--- src/jle_cfg.svh ---
`ifndef JLE_CFG_SVH
`define JLE_CFG_SVH

// register offsets on the control port
`define JLE_ADDR_LVL_EN   8'h50
`define JLE_ADDR_LVL_THR  8'h51
`define JLE_ADDR_STATUS   8'hec
`define JLE_ADDR_FLAGS    8'hed
`define JLE_ADDR_MASK     8'hee

// field positions
`define JLE_BIT_JACK      7
`define JLE_BIT_LVL       0
`define JLE_EN_W          4
`define JLE_THR_W         7

// reset values
`define JLE_EN_RST        4'h0
`define JLE_THR_RST       7'h7f
`define JLE_MASK_RST      1'b0
`define JLE_FLAG_RST      1'b0
`define JLE_STS_RST       1'b0
`define JLE_DATA_RST      8'h00
`define JLE_IRQ_RST       1'b0

// level detect datapath: magnitude of a 24-bit sample, full scale 2^23
`define JLE_CHANNELS      4
`define JLE_MAG_W         23
`define JLE_THR_LSB_PAD   16'h0000
`define JLE_THR_STEP      8'h01

`endif

--- src/jle_pkg.sv ---
package jle_pkg;

  // one register access from the control interface
  typedef struct packed {
    logic       wr;
    logic       rd;
    logic [7:0] addr;
    logic [7:0] wdata;
  } jle_reg_req_type;

  // one set of record-path magnitudes, all four channels together
  typedef struct packed {
    logic             valid;
    logic [3:0][22:0] mag;
  } jle_sample_type;

endpackage

--- src/jle_event_irq.sv ---
// Operation
// status bit 7 reads 1 while a jack is inserted, 0 otherwise, and 0 after reset.
// a jack change latches event bit 7; writing 1 clears it and writing 0 keeps it.
// with mask bit 7 at 0 a latched jack flag drives the interrupt pin; at 1 it cannot.
// a level detect latches event bit 0, and mask bit 0 gates it onto the pin the same way.
// four enable bits select channel 1 left, 1 right, 2 left and 2 right for level detect.
// a 7-bit threshold x, reset to all ones, sets the level at (x+1)/128 of full scale.
// enabled channel over threshold sets level flag; pin low while any unmasked flag is set
`timescale 1ns/1ps
`include "jle_cfg.svh"

module jle_event_irq (
  input  wire logic                     clk_sys,
  input  wire logic                     srst,
  input  wire logic                     ce,
  input  wire jle_pkg::jle_reg_req_type req,
  output logic [7:0]                    rdata,
  input  wire logic                     jack_present,
  input  wire jle_pkg::jle_sample_type  samp,
  output logic                          irq_out_n_o,
  output logic                          irq_out_n_oe
);

  ////////////////////////////////////////////////////////////////////////////
  // jack pin synchroniser, three stages

  logic       js1_r, js2_r, js3_r, jack_lvl_r;
  logic       js1_nxt, js2_nxt, js3_nxt, jack_lvl_nxt;
  logic       jack_chg;

  // a level counts only when stages two and three agree
  always_comb
  begin
    js1_nxt      = jack_present;
    js2_nxt      = js1_r;
    js3_nxt      = js2_r;
    jack_chg     = (js2_r == js3_r) && (js3_r != jack_lvl_r);
    jack_lvl_nxt = jack_chg ? js3_r : jack_lvl_r;
  end

  always_ff @(posedge clk_sys)
  begin
    if (srst)
    begin
      js1_r      <= `JLE_STS_RST;
      js2_r      <= `JLE_STS_RST;
      js3_r      <= `JLE_STS_RST;
      jack_lvl_r <= `JLE_STS_RST;
    end
    else if (ce)
    begin
      js1_r      <= js1_nxt;
      js2_r      <= js2_nxt;
      js3_r      <= js3_nxt;
      jack_lvl_r <= jack_lvl_nxt;
    end
  end

  ////////////////////////////////////////////////////////////////////////////
  // level comparison per channel

  logic [`JLE_EN_W-1:0]  lvl_en_r, lvl_en_nxt;
  logic [`JLE_THR_W-1:0] thr_r, thr_nxt;
  logic [7:0]            thr_step;
  logic [`JLE_MAG_W:0]   thr_full;
  logic [`JLE_CHANNELS-1:0] hit;
  logic                  lvl_hit;

  // one extra bit so that x = 127 means exactly full scale
  assign thr_step = {1'b0, thr_r} + `JLE_THR_STEP;
  assign thr_full = {thr_step, `JLE_THR_LSB_PAD};

  genvar g;
  generate
    for (g = 0; g < `JLE_CHANNELS; g = g + 1)
    begin : g_chan
      // disabled channels never hit, whatever their data
      assign hit[g] = lvl_en_r[g] && ({1'b0, samp.mag[g]} > thr_full);
    end
  endgenerate

  assign lvl_hit = samp.valid && (|hit);

  ////////////////////////////////////////////////////////////////////////////
  // registers, flags and interrupt

  logic wr_flags;
  logic flag_jack_r, flag_jack_nxt, flag_lvl_r, flag_lvl_nxt;
  logic msk_jack_r, msk_jack_nxt, msk_lvl_r, msk_lvl_nxt;
  logic irq_oe_r, irq_oe_nxt;
  logic [7:0] rdata_r, rdata_nxt;

  assign wr_flags = req.wr && (req.addr == `JLE_ADDR_FLAGS);

  // set beats write-1-to-clear so an event in the clearing cycle is kept
  always_comb
  begin
    lvl_en_nxt    = lvl_en_r;
    thr_nxt       = thr_r;
    msk_jack_nxt  = msk_jack_r;
    msk_lvl_nxt   = msk_lvl_r;
    flag_jack_nxt = flag_jack_r;
    flag_lvl_nxt  = flag_lvl_r;
    if (req.wr && req.addr == `JLE_ADDR_LVL_EN)
      lvl_en_nxt = req.wdata[`JLE_EN_W-1:0];
    if (req.wr && req.addr == `JLE_ADDR_LVL_THR)
      thr_nxt = req.wdata[`JLE_THR_W-1:0];
    if (req.wr && req.addr == `JLE_ADDR_MASK)
    begin
      msk_jack_nxt = req.wdata[`JLE_BIT_JACK];
      msk_lvl_nxt  = req.wdata[`JLE_BIT_LVL];
    end
    if (wr_flags && req.wdata[`JLE_BIT_JACK])
      flag_jack_nxt = 1'b0;
    if (wr_flags && req.wdata[`JLE_BIT_LVL])
      flag_lvl_nxt = 1'b0;
    if (jack_chg)
      flag_jack_nxt = 1'b1;
    if (lvl_hit)
      flag_lvl_nxt = 1'b1;
    // pin follows the latched flags one cycle later
    irq_oe_nxt = (flag_jack_r && !msk_jack_r) || (flag_lvl_r && !msk_lvl_r);
    case (req.addr)
      `JLE_ADDR_LVL_EN:  rdata_nxt = {4'h0, lvl_en_r};
      `JLE_ADDR_LVL_THR: rdata_nxt = {1'b0, thr_r};
      `JLE_ADDR_STATUS:  rdata_nxt = {jack_lvl_r, 7'h00};
      `JLE_ADDR_FLAGS:   rdata_nxt = {flag_jack_r, 6'h00, flag_lvl_r};
      `JLE_ADDR_MASK:    rdata_nxt = {msk_jack_r, 6'h00, msk_lvl_r};
      default:           rdata_nxt = `JLE_DATA_RST;
    endcase
    if (!req.rd)
      rdata_nxt = rdata_r;
  end

  always_ff @(posedge clk_sys)
  begin
    if (srst)
    begin
      lvl_en_r    <= `JLE_EN_RST;
      thr_r       <= `JLE_THR_RST;
      msk_jack_r  <= `JLE_MASK_RST;
      msk_lvl_r   <= `JLE_MASK_RST;
      flag_jack_r <= `JLE_FLAG_RST;
      flag_lvl_r  <= `JLE_FLAG_RST;
      irq_oe_r    <= `JLE_IRQ_RST;
      rdata_r     <= `JLE_DATA_RST;
    end
    else if (ce)
    begin
      lvl_en_r    <= lvl_en_nxt;
      thr_r       <= thr_nxt;
      msk_jack_r  <= msk_jack_nxt;
      msk_lvl_r   <= msk_lvl_nxt;
      flag_jack_r <= flag_jack_nxt;
      flag_lvl_r  <= flag_lvl_nxt;
      irq_oe_r    <= irq_oe_nxt;
      rdata_r     <= rdata_nxt;
    end
  end

  // open-drain style: only ever pulls low
  assign irq_out_n_o  = 1'b0;
  assign irq_out_n_oe = irq_oe_r;
  assign rdata        = rdata_r;

  ////////////////////////////////////////////////////////////////////////////
  // checks

  a_jack_status_follow: assert property (@(posedge clk_sys) disable iff (srst)
    ce && js2_r == js3_r |=> jack_lvl_r == $past(js3_r))
    else $error("jack status did not follow settled pin");

  a_status_read_back: assert property (@(posedge clk_sys) disable iff (srst)
    ce && req.rd && req.addr == `JLE_ADDR_STATUS
      |=> rdata == {$past(jack_lvl_r), 7'h00})
    else $error("status read does not show jack level");

  a_jack_flag_set: assert property (@(posedge clk_sys) disable iff (srst)
    ce && jack_chg |=> flag_jack_r)
    else $error("jack change not latched");

  a_jack_flag_clear: assert property (@(posedge clk_sys) disable iff (srst)
    ce && !jack_chg && wr_flags && req.wdata[`JLE_BIT_JACK] |=> !flag_jack_r)
    else $error("write one did not clear jack flag");

  a_jack_flag_hold: assert property (@(posedge clk_sys) disable iff (srst)
    ce && flag_jack_r && !(wr_flags && req.wdata[`JLE_BIT_JACK]) |=> flag_jack_r)
    else $error("jack flag lost without a clearing write");

  a_irq_jack_unmask: assert property (@(posedge clk_sys) disable iff (srst)
    ce && flag_jack_r && !msk_jack_r |=> irq_out_n_oe)
    else $error("unmasked jack flag not on pin");

  a_lvl_flag_set: assert property (@(posedge clk_sys) disable iff (srst)
    ce && lvl_hit |=> flag_lvl_r ##1 (irq_out_n_oe || $past(msk_lvl_r) || !$past(ce)))
    else $error("level hit not latched or not signalled");

  a_lvl_en_gate: assert property (@(posedge clk_sys) disable iff (srst)
    ce && lvl_en_r == 4'h0 && !flag_lvl_r |=> !flag_lvl_r)
    else $error("level flag set with all channels disabled");

  a_thr_write: assert property (@(posedge clk_sys) disable iff (srst)
    ce && req.wr && req.addr == `JLE_ADDR_LVL_THR
      |=> thr_r == $past(req.wdata[`JLE_THR_W-1:0]))
    else $error("threshold write not taken");

  a_irq_release: assert property (@(posedge clk_sys) disable iff (srst)
    ce && !(flag_jack_r && !msk_jack_r) && !(flag_lvl_r && !msk_lvl_r) |=> !irq_out_n_oe)
    else $error("pin held low with no unmasked flag");

  // level flag clears like the jack flag unless a hit lands in the same cycle
  a_lvl_flag_clear: assert property (@(posedge clk_sys) disable iff (srst)
    ce && !lvl_hit && wr_flags && req.wdata[`JLE_BIT_LVL] |=> !flag_lvl_r)
    else $error("write one did not clear level flag");

  a_irq_lvl_unmask: assert property (@(posedge clk_sys) disable iff (srst)
    ce && flag_lvl_r && !msk_lvl_r |=> irq_out_n_oe)
    else $error("unmasked level flag not on pin");

  a_mask_write: assert property (@(posedge clk_sys) disable iff (srst)
    ce && req.wr && req.addr == `JLE_ADDR_MASK
      |=> msk_jack_r == $past(req.wdata[`JLE_BIT_JACK])
        && msk_lvl_r == $past(req.wdata[`JLE_BIT_LVL]))
    else $error("mask write not taken");

  a_en_write: assert property (@(posedge clk_sys) disable iff (srst)
    ce && req.wr && req.addr == `JLE_ADDR_LVL_EN
      |=> lvl_en_r == $past(req.wdata[`JLE_EN_W-1:0]))
    else $error("channel enable write not taken");

endmodule

--- config.mk ---
export PLATFORM = sky130hd
export DESIGN_NAME = jle_event_irq
export DESIGN_NICKNAME = d
export VERILOG_FILES = /design/src/jle_pkg.sv /design/src/jle_event_irq.sv
export VERILOG_INCLUDE_DIRS = /design/src
export SDC_FILE = /design/constraint.sdc
export NUM_CORES = 1
export LEC_CHECK = 0
export BUFFER_PORTS_ARGS = -buffer_cell sky130_fd_sc_hd__buf_2
export CAP_MARGIN = 20
export CORE_ASPECT_RATIO = 1.25
export CORE_MARGIN = 1.5
export CORE_UTILIZATION = 41
export DETAILED_ROUTE_END_ITERATION = 6
export PLACE_DENSITY = 0.77
export SETUP_SLACK_MARGIN = 0.3
export SKIP_LAST_GASP = 1
export SYNTH_ARGS = -nofsm -noshare
export SYNTH_HDL_FRONTEND = slang
export SYNTH_SLANG_ARGS = --single-unit
--- constraint.sdc ---
create_clock -name clk_sys -period 2.25 [get_ports clk_sys]
set_input_delay 0.5625 -clock clk_sys [delete_from_list [all_inputs] [get_ports clk_sys]]
set_output_delay 0.5625 -clock clk_sys [all_outputs]
set_load 0.005 [all_outputs]
==> impl_metrics.env, run 1 <==
export IMPL_finalNetCount=570
export IMPL_violations="setup timing"
export IMPL_synth_async_reset_ratio_pct=0
export IMPL_totalPowerFinal_mw=1.15
export IMPL_post_drt_via_cell_ratio=5.46
export IMPL_cts_hold_buf=0
export IMPL_num_rows=30
export IMPL_fmax_mhz=419
export IMPL_track_usage_pct=23.3
export IMPL_die_w_um=71.0
export IMPL_wl_per_cell_um=14.9
export IMPL_fin_ws_ns=-0.138
export IMPL_cp_required_ns=2.40
export IMPL_pre_cts_ws_ns=-0.203
export IMPL_dieArea_mm2=0.00625
export IMPL_seqPwrFrac_pct=43.3
export IMPL_switching_power_mw=0.279
export IMPL_grt_pass1_vias=2779
export IMPL_dp_hpwl_mm=5.83
export IMPL_grt_max_degree=29
export IMPL_synthCells=295
export IMPL_cts_buffers=3
export IMPL_ant_nets=0
export IMPL_cp_start_kind="register"
export IMPL_ctsRootBufferMaster="clkbuf_8"
export IMPL_end_kind="register"
export IMPL_die_h_um=88.0
export IMPL_diodes=0
export IMPL_intPower_mw=0.874
export IMPL_hold_depth=2
export IMPL_fp_coreArea_mm2=0.00552
export IMPL_syn_cell_area_mm2=0.00237
export IMPL_route_detailed_drc=0
export IMPL_clockBufferDepth=2
export IMPL_rr_worst_depth=12
export IMPL_ys_ff_latch=28
export IMPL_rsz0062_at_grt="true"
export IMPL_fin_crit_sh_pct=106
export IMPL_clk_latency_ns=0.27
export IMPL_hold_viol_final=0
export IMPL_startpoint="thr_r[0]$_SDFFE_PP1P_"
export IMPL_drt_initial_drc_count=89
export IMPL_first_pass_iters=4
export IMPL_setup_viol=1
export IMPL_num_io_pins=125
export IMPL_worstMarginPinSlew_ns=0.501
export IMPL_cts_sinks=28
export IMPL_clkPwrFrac_pct=33.9
export IMPL_synth_seq_area_share_pct=23.6
export IMPL_wl_mm=7.33
export IMPL_grt_pass1_wl_mm=11.9
export IMPL_start_util_pct=43.0
export IMPL_area_growth_pct=46.5
export IMPL_layout_common_cells="buf_2 (123), nor2_1 (27), dfxtp_1 (25)"
export IMPL_p_sw_share_pct=24.2
export IMPL_synth_cell_type_count=53
export IMPL_irDropWorstVdd_mv=0.392
export IMPL_antenna_found_initial=0
export IMPL_cp_data_arrival_time_ns=2.54
export IMPL_fill_cells=501
export IMPL_holdCritPathClass="register to register"
export IMPL_io_buffers=123
export IMPL_htree_levels=1
export IMPL_critPathMaxFanout=4
export IMPL_maxCapViolCount=0
export IMPL_p_leak_nw=1.55
export IMPL_path_class="register to register"
export IMPL_synth_main_ff_cell="dfxtp_1"
export IMPL_min_from="rdata[4]$_SDFFE_PP0P_"
export IMPL_period_needed_ns=2.39
export IMPL_ys_warn_count=0
export IMPL_powerDensity_mw_per_mm2=332
export IMPL_r2r_start="thr_r[0]$_SDFFE_PP1P_"
export IMPL_synth_edf_count=0
export IMPL_via_count=2691
export IMPL_grt_overflow=0
export IMPL_cts_tree="done"
export IMPL_fin_skew_ns=0.00228
export IMPL_mostFrequentLayoutCell="buf_2"
export IMPL_comb_power_share_pct=22.7
export IMPL_slew_headroom_pct=66.6
export IMPL_clk_pin_slew_worst_paths_ns=0.09
export IMPL_status="finished, violations left"
export IMPL_syn_num_nets=435
export IMPL_avgSynthCellArea_um2=8.04
export IMPL_drive_gt1_share_pct=44.3
export IMPL_maxSlewViolCount=0
export IMPL_gp_congestion=0.854
export IMPL_setup_tns_ns=-0.138
-- path summary, 6_finish.rpt --
path                             end  slack, ns
min            rdata[4]$_SDFFE_PP0P_       0.46
max reg2reg  flag_lvl_r$_SDFFE_PP0P_      -0.14
max          flag_lvl_r$_SDFFE_PP0P_      -0.14
min reg2reg    rdata[4]$_SDFFE_PP0P_       0.46
-- layer usage --
| layer | global-route usage [%] | routed length [µm] | vias to the layer above |
|---|---|---|---|
| met5 | 0 | 0 | - |
| met4 | 6.86 | 106 | 0 |
| met1 | 24.5 | 2850 | 1225 |
| li1 | - | - | 1367 |
| met2 | 46.8 | 3980 | 89 |
| met3 | 3.91 | 394 | 10 |
-- critical path: stages, from the launching register on --
cell	delay, ns
dfxtp_4	0.37
ha_4	0.13
and3_4	0.22
nand3_4	0.09
xor2_4	0.17
buf_12	0.15
ha_4	0.25
buf_4	0.13
a31oi_1	0.18
o21a_1	0.16
a21oi_2	0.05
o221ai_1	0.22
a41oi_2	0.13
-- logic make-up (layout without fill, tap and decap cells) --
kind of cell             after synthesis  after routing  share of synthesized area [%]
AO/OA/AOI/OAI                         69             69                           19.4
buffers and inverters                 29            163                           6.23
other                                  1              1                          0.158
AND/OR/NAND/NOR                      125            125                           29.4
flip-flops                            28             28                           23.6
multiplexers                          13             13                           5.54
adder cells (fa/ha/maj)               25             25                           13.2
XOR/XNOR                               5              5                           2.43
-- synth_stat cells (5+ instances only) --
master / instances / share of area [%]
dfxtp_1: 28 / 24
nand3_1: 7 / 1.5
a21oi_1: 24 / 5.1
nor2_1: 27 / 4.3
nand2_1: 18 / 2.8
nor3_1: 13 / 2.7
nand4_1: 6 / 1.6
o21ai_0: 12 / 2.5
ha_1: 25 / 13
a211o_1: 7 / 2.6
a211oi_1: 5 / 1.6
mux2i_1: 12 / 5.1
inv_1: 17 / 2.7
nor2b_1: 10 / 2.6
nor4_1: 11 / 2.9
-- final cells by class --
type | instances | area [µm²] | share of cell area [%]
repair buffers | 142 | 771 | 22.2
inverters | 17 | 63.8 | 1.84
well taps | 64 | 80.1 | 2.30
flip-flops and latches | 28 | 569 | 16.4
multi-input cells | 238 | 1920 | 55.2
clock buffers | 3 | 41.3 | 1.19
clock inverters | 1 | 30.0 | 0.864
-- flip-flops by register name (all words and copies together), names as in the netlist --
signal	count
flag_jack_r	1
flag_lvl_r	1
irq_out_n_oe	1
jack_lvl_r	1
js1_r	1
js2_r	1
js3_r	1
lvl_en_r	4
msk_jack_r	1
msk_lvl_r	1
rdata	8
thr_r	7
-- metrics by stage --
step / hold WS, ns / util [%] / area (µm²) / instances
global placement: 0.443 / 57.0 / 3150 / 486
finish: 0.456 / 63.0 / 3470 / 493
global route: 0.483 / 63.0 / 3470 / 493
detailed placement: 0.444 / 57.0 / 3150 / 486
floorplan: 0.448 / - / 2410 / 295
CTS: 0.457 / 61.8 / 3410 / 493
-- repair_timing --
| action | CTS | global route |
|---|---|---|
| gates resized for setup | 22 | 14 |
| setup buffers | 3 | 0 |
| endpoints found under the setup margin | 1 | 1 |
| pin swaps | 9 | 10 |
-- power groups by stage --
| stage | Combinational [mW] | Clock (mW) | Sequential, mW |
|---|---|---|---|
| 2_1_floorplan | 0.100 | 0 | 0.511 |
| 3_3_place_gp | 0.226 | 0 | 0.511 |
| 3_5_place_dp | 0.232 | 0 | 0.511 |
| 4_1_cts | 0.249 | 0.398 | 0.500 |
| 5_1_grt | 0.289 | 0.411 | 0.500 |
| 6_report | 0.262 | 0.391 | 0.500 |
(Power assumes the default switching activity.)
==> run 2: changes to the inputs <==
BUFFER_PORTS_ARGS = -buffer_cell sky130_fd_sc_hd__clkbuf_2   (was -buffer_cell sky130_fd_sc_hd__buf_2)
==> run 2 against run 1 <==
Net effect: the flow still finishes with violations (setup timing); setup slack gained 0.037 ns; die area is the same; count of clock-buffer cells in the layout is the same; total power shrank 11%; critical path depth shrank 1; via count grew 1.4%; hold slack gained 0.0040 ns; non-clock buffer count is the same; largest cell class unchanged; largest power group unchanged; highest routed layer unchanged.
==> impl_metrics.env, run 2 (synthesis results as in run 1) <==
export IMPL_grt_max_degree=18
export IMPL_maxCapViolCount=0
export IMPL_r2r_start="thr_r[0]$_SDFFE_PP1P_"
export IMPL_layout_common_cells="clkbuf_2 (123), nor2_1 (27), dfxtp_1 (26)"
export IMPL_setup_viol=1
export IMPL_critPathTopFamily="compound AO/OA/AOI/OAI gates"
export IMPL_grt_pass1_wl_mm=11.6
export IMPL_crit_path_max_incr_delay_ns=0.37
export IMPL_dp_cells=488
export IMPL_route_detailed_drc=0
export IMPL_grt_pass1_vias=2625
export IMPL_path_common_cell="ha_4"
export IMPL_startpoint="thr_r[0]$_SDFFE_PP1P_"
export IMPL_powerDensity_mw_per_mm2=304
export IMPL_end_kind="register"
export IMPL_holdCritPathClass="register to register"
export IMPL_track_usage_pct=22.8
export IMPL_drive_gt1_share_pct=41.8
export IMPL_antenna_found_initial=0
export IMPL_first_pass_iters=4
export IMPL_cts_hold_buf=0
export IMPL_cts_buffers=3
export IMPL_drt_initial_drc_count=116
export IMPL_holdWs_ns=0.460
export IMPL_die_h_um=88.0
export IMPL_mostFrequentLayoutCell="clkbuf_2"
export IMPL_stdcell_count=492
export IMPL_rr_worst_depth=11
export IMPL_clk_latency_ns=0.27
export IMPL_fin_ws_ns=-0.100
export IMPL_die_w_um=71.0
export IMPL_rsz0062_at_grt="true"
export IMPL_post_drt_via_cell_ratio=5.55
export IMPL_gp_congestion=0.864
export IMPL_cts_tree="done"
export IMPL_dieArea_mm2=0.00625
export IMPL_fin_crit_sh_pct=104
export IMPL_maxSlewViolCount=0
export IMPL_fin_skew_ns=0.00222
export IMPL_diodes=0
export IMPL_irDropWorstVdd_mv=0.384
export IMPL_setup_tns_ns=-0.100
export IMPL_num_rows=30
export IMPL_period_needed_ns=2.35
export IMPL_fp_coreArea_mm2=0.00552
export IMPL_clockBufferDepth=2
export IMPL_critPathBufInv=0
export IMPL_cp_depth=11
export IMPL_num_io_pins=125
export IMPL_cp_required_ns=2.40
export IMPL_cp_cell_sequence="ha_4 > and3_4 > nand3_4 > xor2_4 > ha_4 > nand2_4 > a221oi_1 > a211oi_2 > a21oi_1 > o221ai_1 > a41oi_2"
export IMPL_cp_data_arrival_time_ns=2.50
export IMPL_reg2reg_slack_ns=-0.10
export IMPL_violations="setup timing"
export IMPL_clk_pin_slew_worst_paths_ns=0.09
export IMPL_hold_viol_final=0
export IMPL_cts_sinks=28
export IMPL_ctsRootBufferMaster="clkbuf_8"
export IMPL_slowest_stage="dfxtp_4"
export IMPL_via_count=2730
export IMPL_area_growth_pct=42.0
export IMPL_largest_reg_flops=8
export IMPL_ant_nets=0
export IMPL_dp_hpwl_mm=5.82
export IMPL_critical_path_endpoint="flag_lvl_r$_SDFFE_PP0P_"
export IMPL_htree_levels=1
export IMPL_grt_overflow=0
export IMPL_io_buffers=123
export IMPL_status="finished, violations left"
export IMPL_critPathMaxFanout=4
export IMPL_wl_per_cell_um=14.3
export IMPL_finalNetCount=570
export IMPL_path_class="register to register"
export IMPL_cp_start_kind="register"
export IMPL_p_leak_nw=1.54
export IMPL_regToRegEndpoint="flag_lvl_r$_SDFFE_PP0P_"
export IMPL_start_util_pct=43.0
export IMPL_wl_mm=7.06
export IMPL_fmax_mhz=425
-- run 2: cell count changes in the layout (fill, tap and decap cells not counted), moves of 2 or more --
cell / delta
clkbuf_2: +123
nor3_1: +2
buf_2: -123
a21oi_1: +2
-- run 2: what timing repair did --
action | CTS | global route
pin swaps | 9 | 7
setup endpoints to repair | 1 | 1
buffers inserted | 1 | 0
resized for setup | 19 | 4
-- run 2: where the power goes --
group	internal [mW]	total (mW)	switching [mW]
combinational	0.138	0.255	0.117
sequential	0.497	0.500	0.00276
clock	0.120	0.267	0.147
-- run 2: routing by layer --
layer | GRT usage (%) | routed length, µm
met3 | 2.19 | 368
met4 | 5.32 | 89
met2 | 44.9 | 3770
met1 | 26.2 | 2830
met5 | 0 | 0
-- run 2: stage by stage --
step / worst slack, ns / total power, mW / cell area, µm² / utilization (%)
3_5_place_dp: -0.186 / 0.746 / 3160 / 57.3
6_report: -0.100 / 1.02 / 3370 / 61.0
3_3_place_gp: -0.0964 / 0.740 / 3160 / 57.3
5_1_grt: -0.255 / 1.07 / 3370 / 61.0
2_1_floorplan: 0.100 / 0.611 / 2410 / -
4_1_cts: -0.0772 / 1.02 / 3350 / 60.6
-- run 2: worst min-delay path by stage --
stage / from / to / slack, ns / cells past startpoint
after floorplan: rdata[4]$_SDFFE_PP0P_ / rdata[4]$_SDFFE_PP0P_ / 0.45 / 2
after global placement: rdata[6]$_SDFFE_PP0P_ / rdata[6]$_SDFFE_PP0P_ / 0.45 / 2
after detailed placement: rdata[4]$_SDFFE_PP0P_ / rdata[4]$_SDFFE_PP0P_ / 0.45 / 2
after CTS: rdata[4]$_SDFFE_PP0P_ / rdata[4]$_SDFFE_PP0P_ / 0.47 / 2
after global routing: rdata[5]$_SDFFE_PP0P_ / rdata[5]$_SDFFE_PP0P_ / 0.49 / 2
final: rdata[5]$_SDFFE_PP0P_ / rdata[5]$_SDFFE_PP0P_ / 0.46 / 2
-- run 2: cell type report --
cell class | count | area, µm²
sequential | 28 | 568
timing repair buffer | 142 | 758
tap | 64 | 80.1
clock buffer | 3 | 41.3
multi-input combinational | 238 | 1850
fill | 504 | 2150
inverter | 17 | 63.8
-- run 2: worst reg2reg max path: cells and delay by family (launching register included) --
kind / cells / cell delay, ns
compound gates: 5 / 0.78
xor+xnor: 1 / 0.31
fa+ha+maj: 2 / 0.40
flops: 1 / 0.37
simple gates: 3 / 0.37
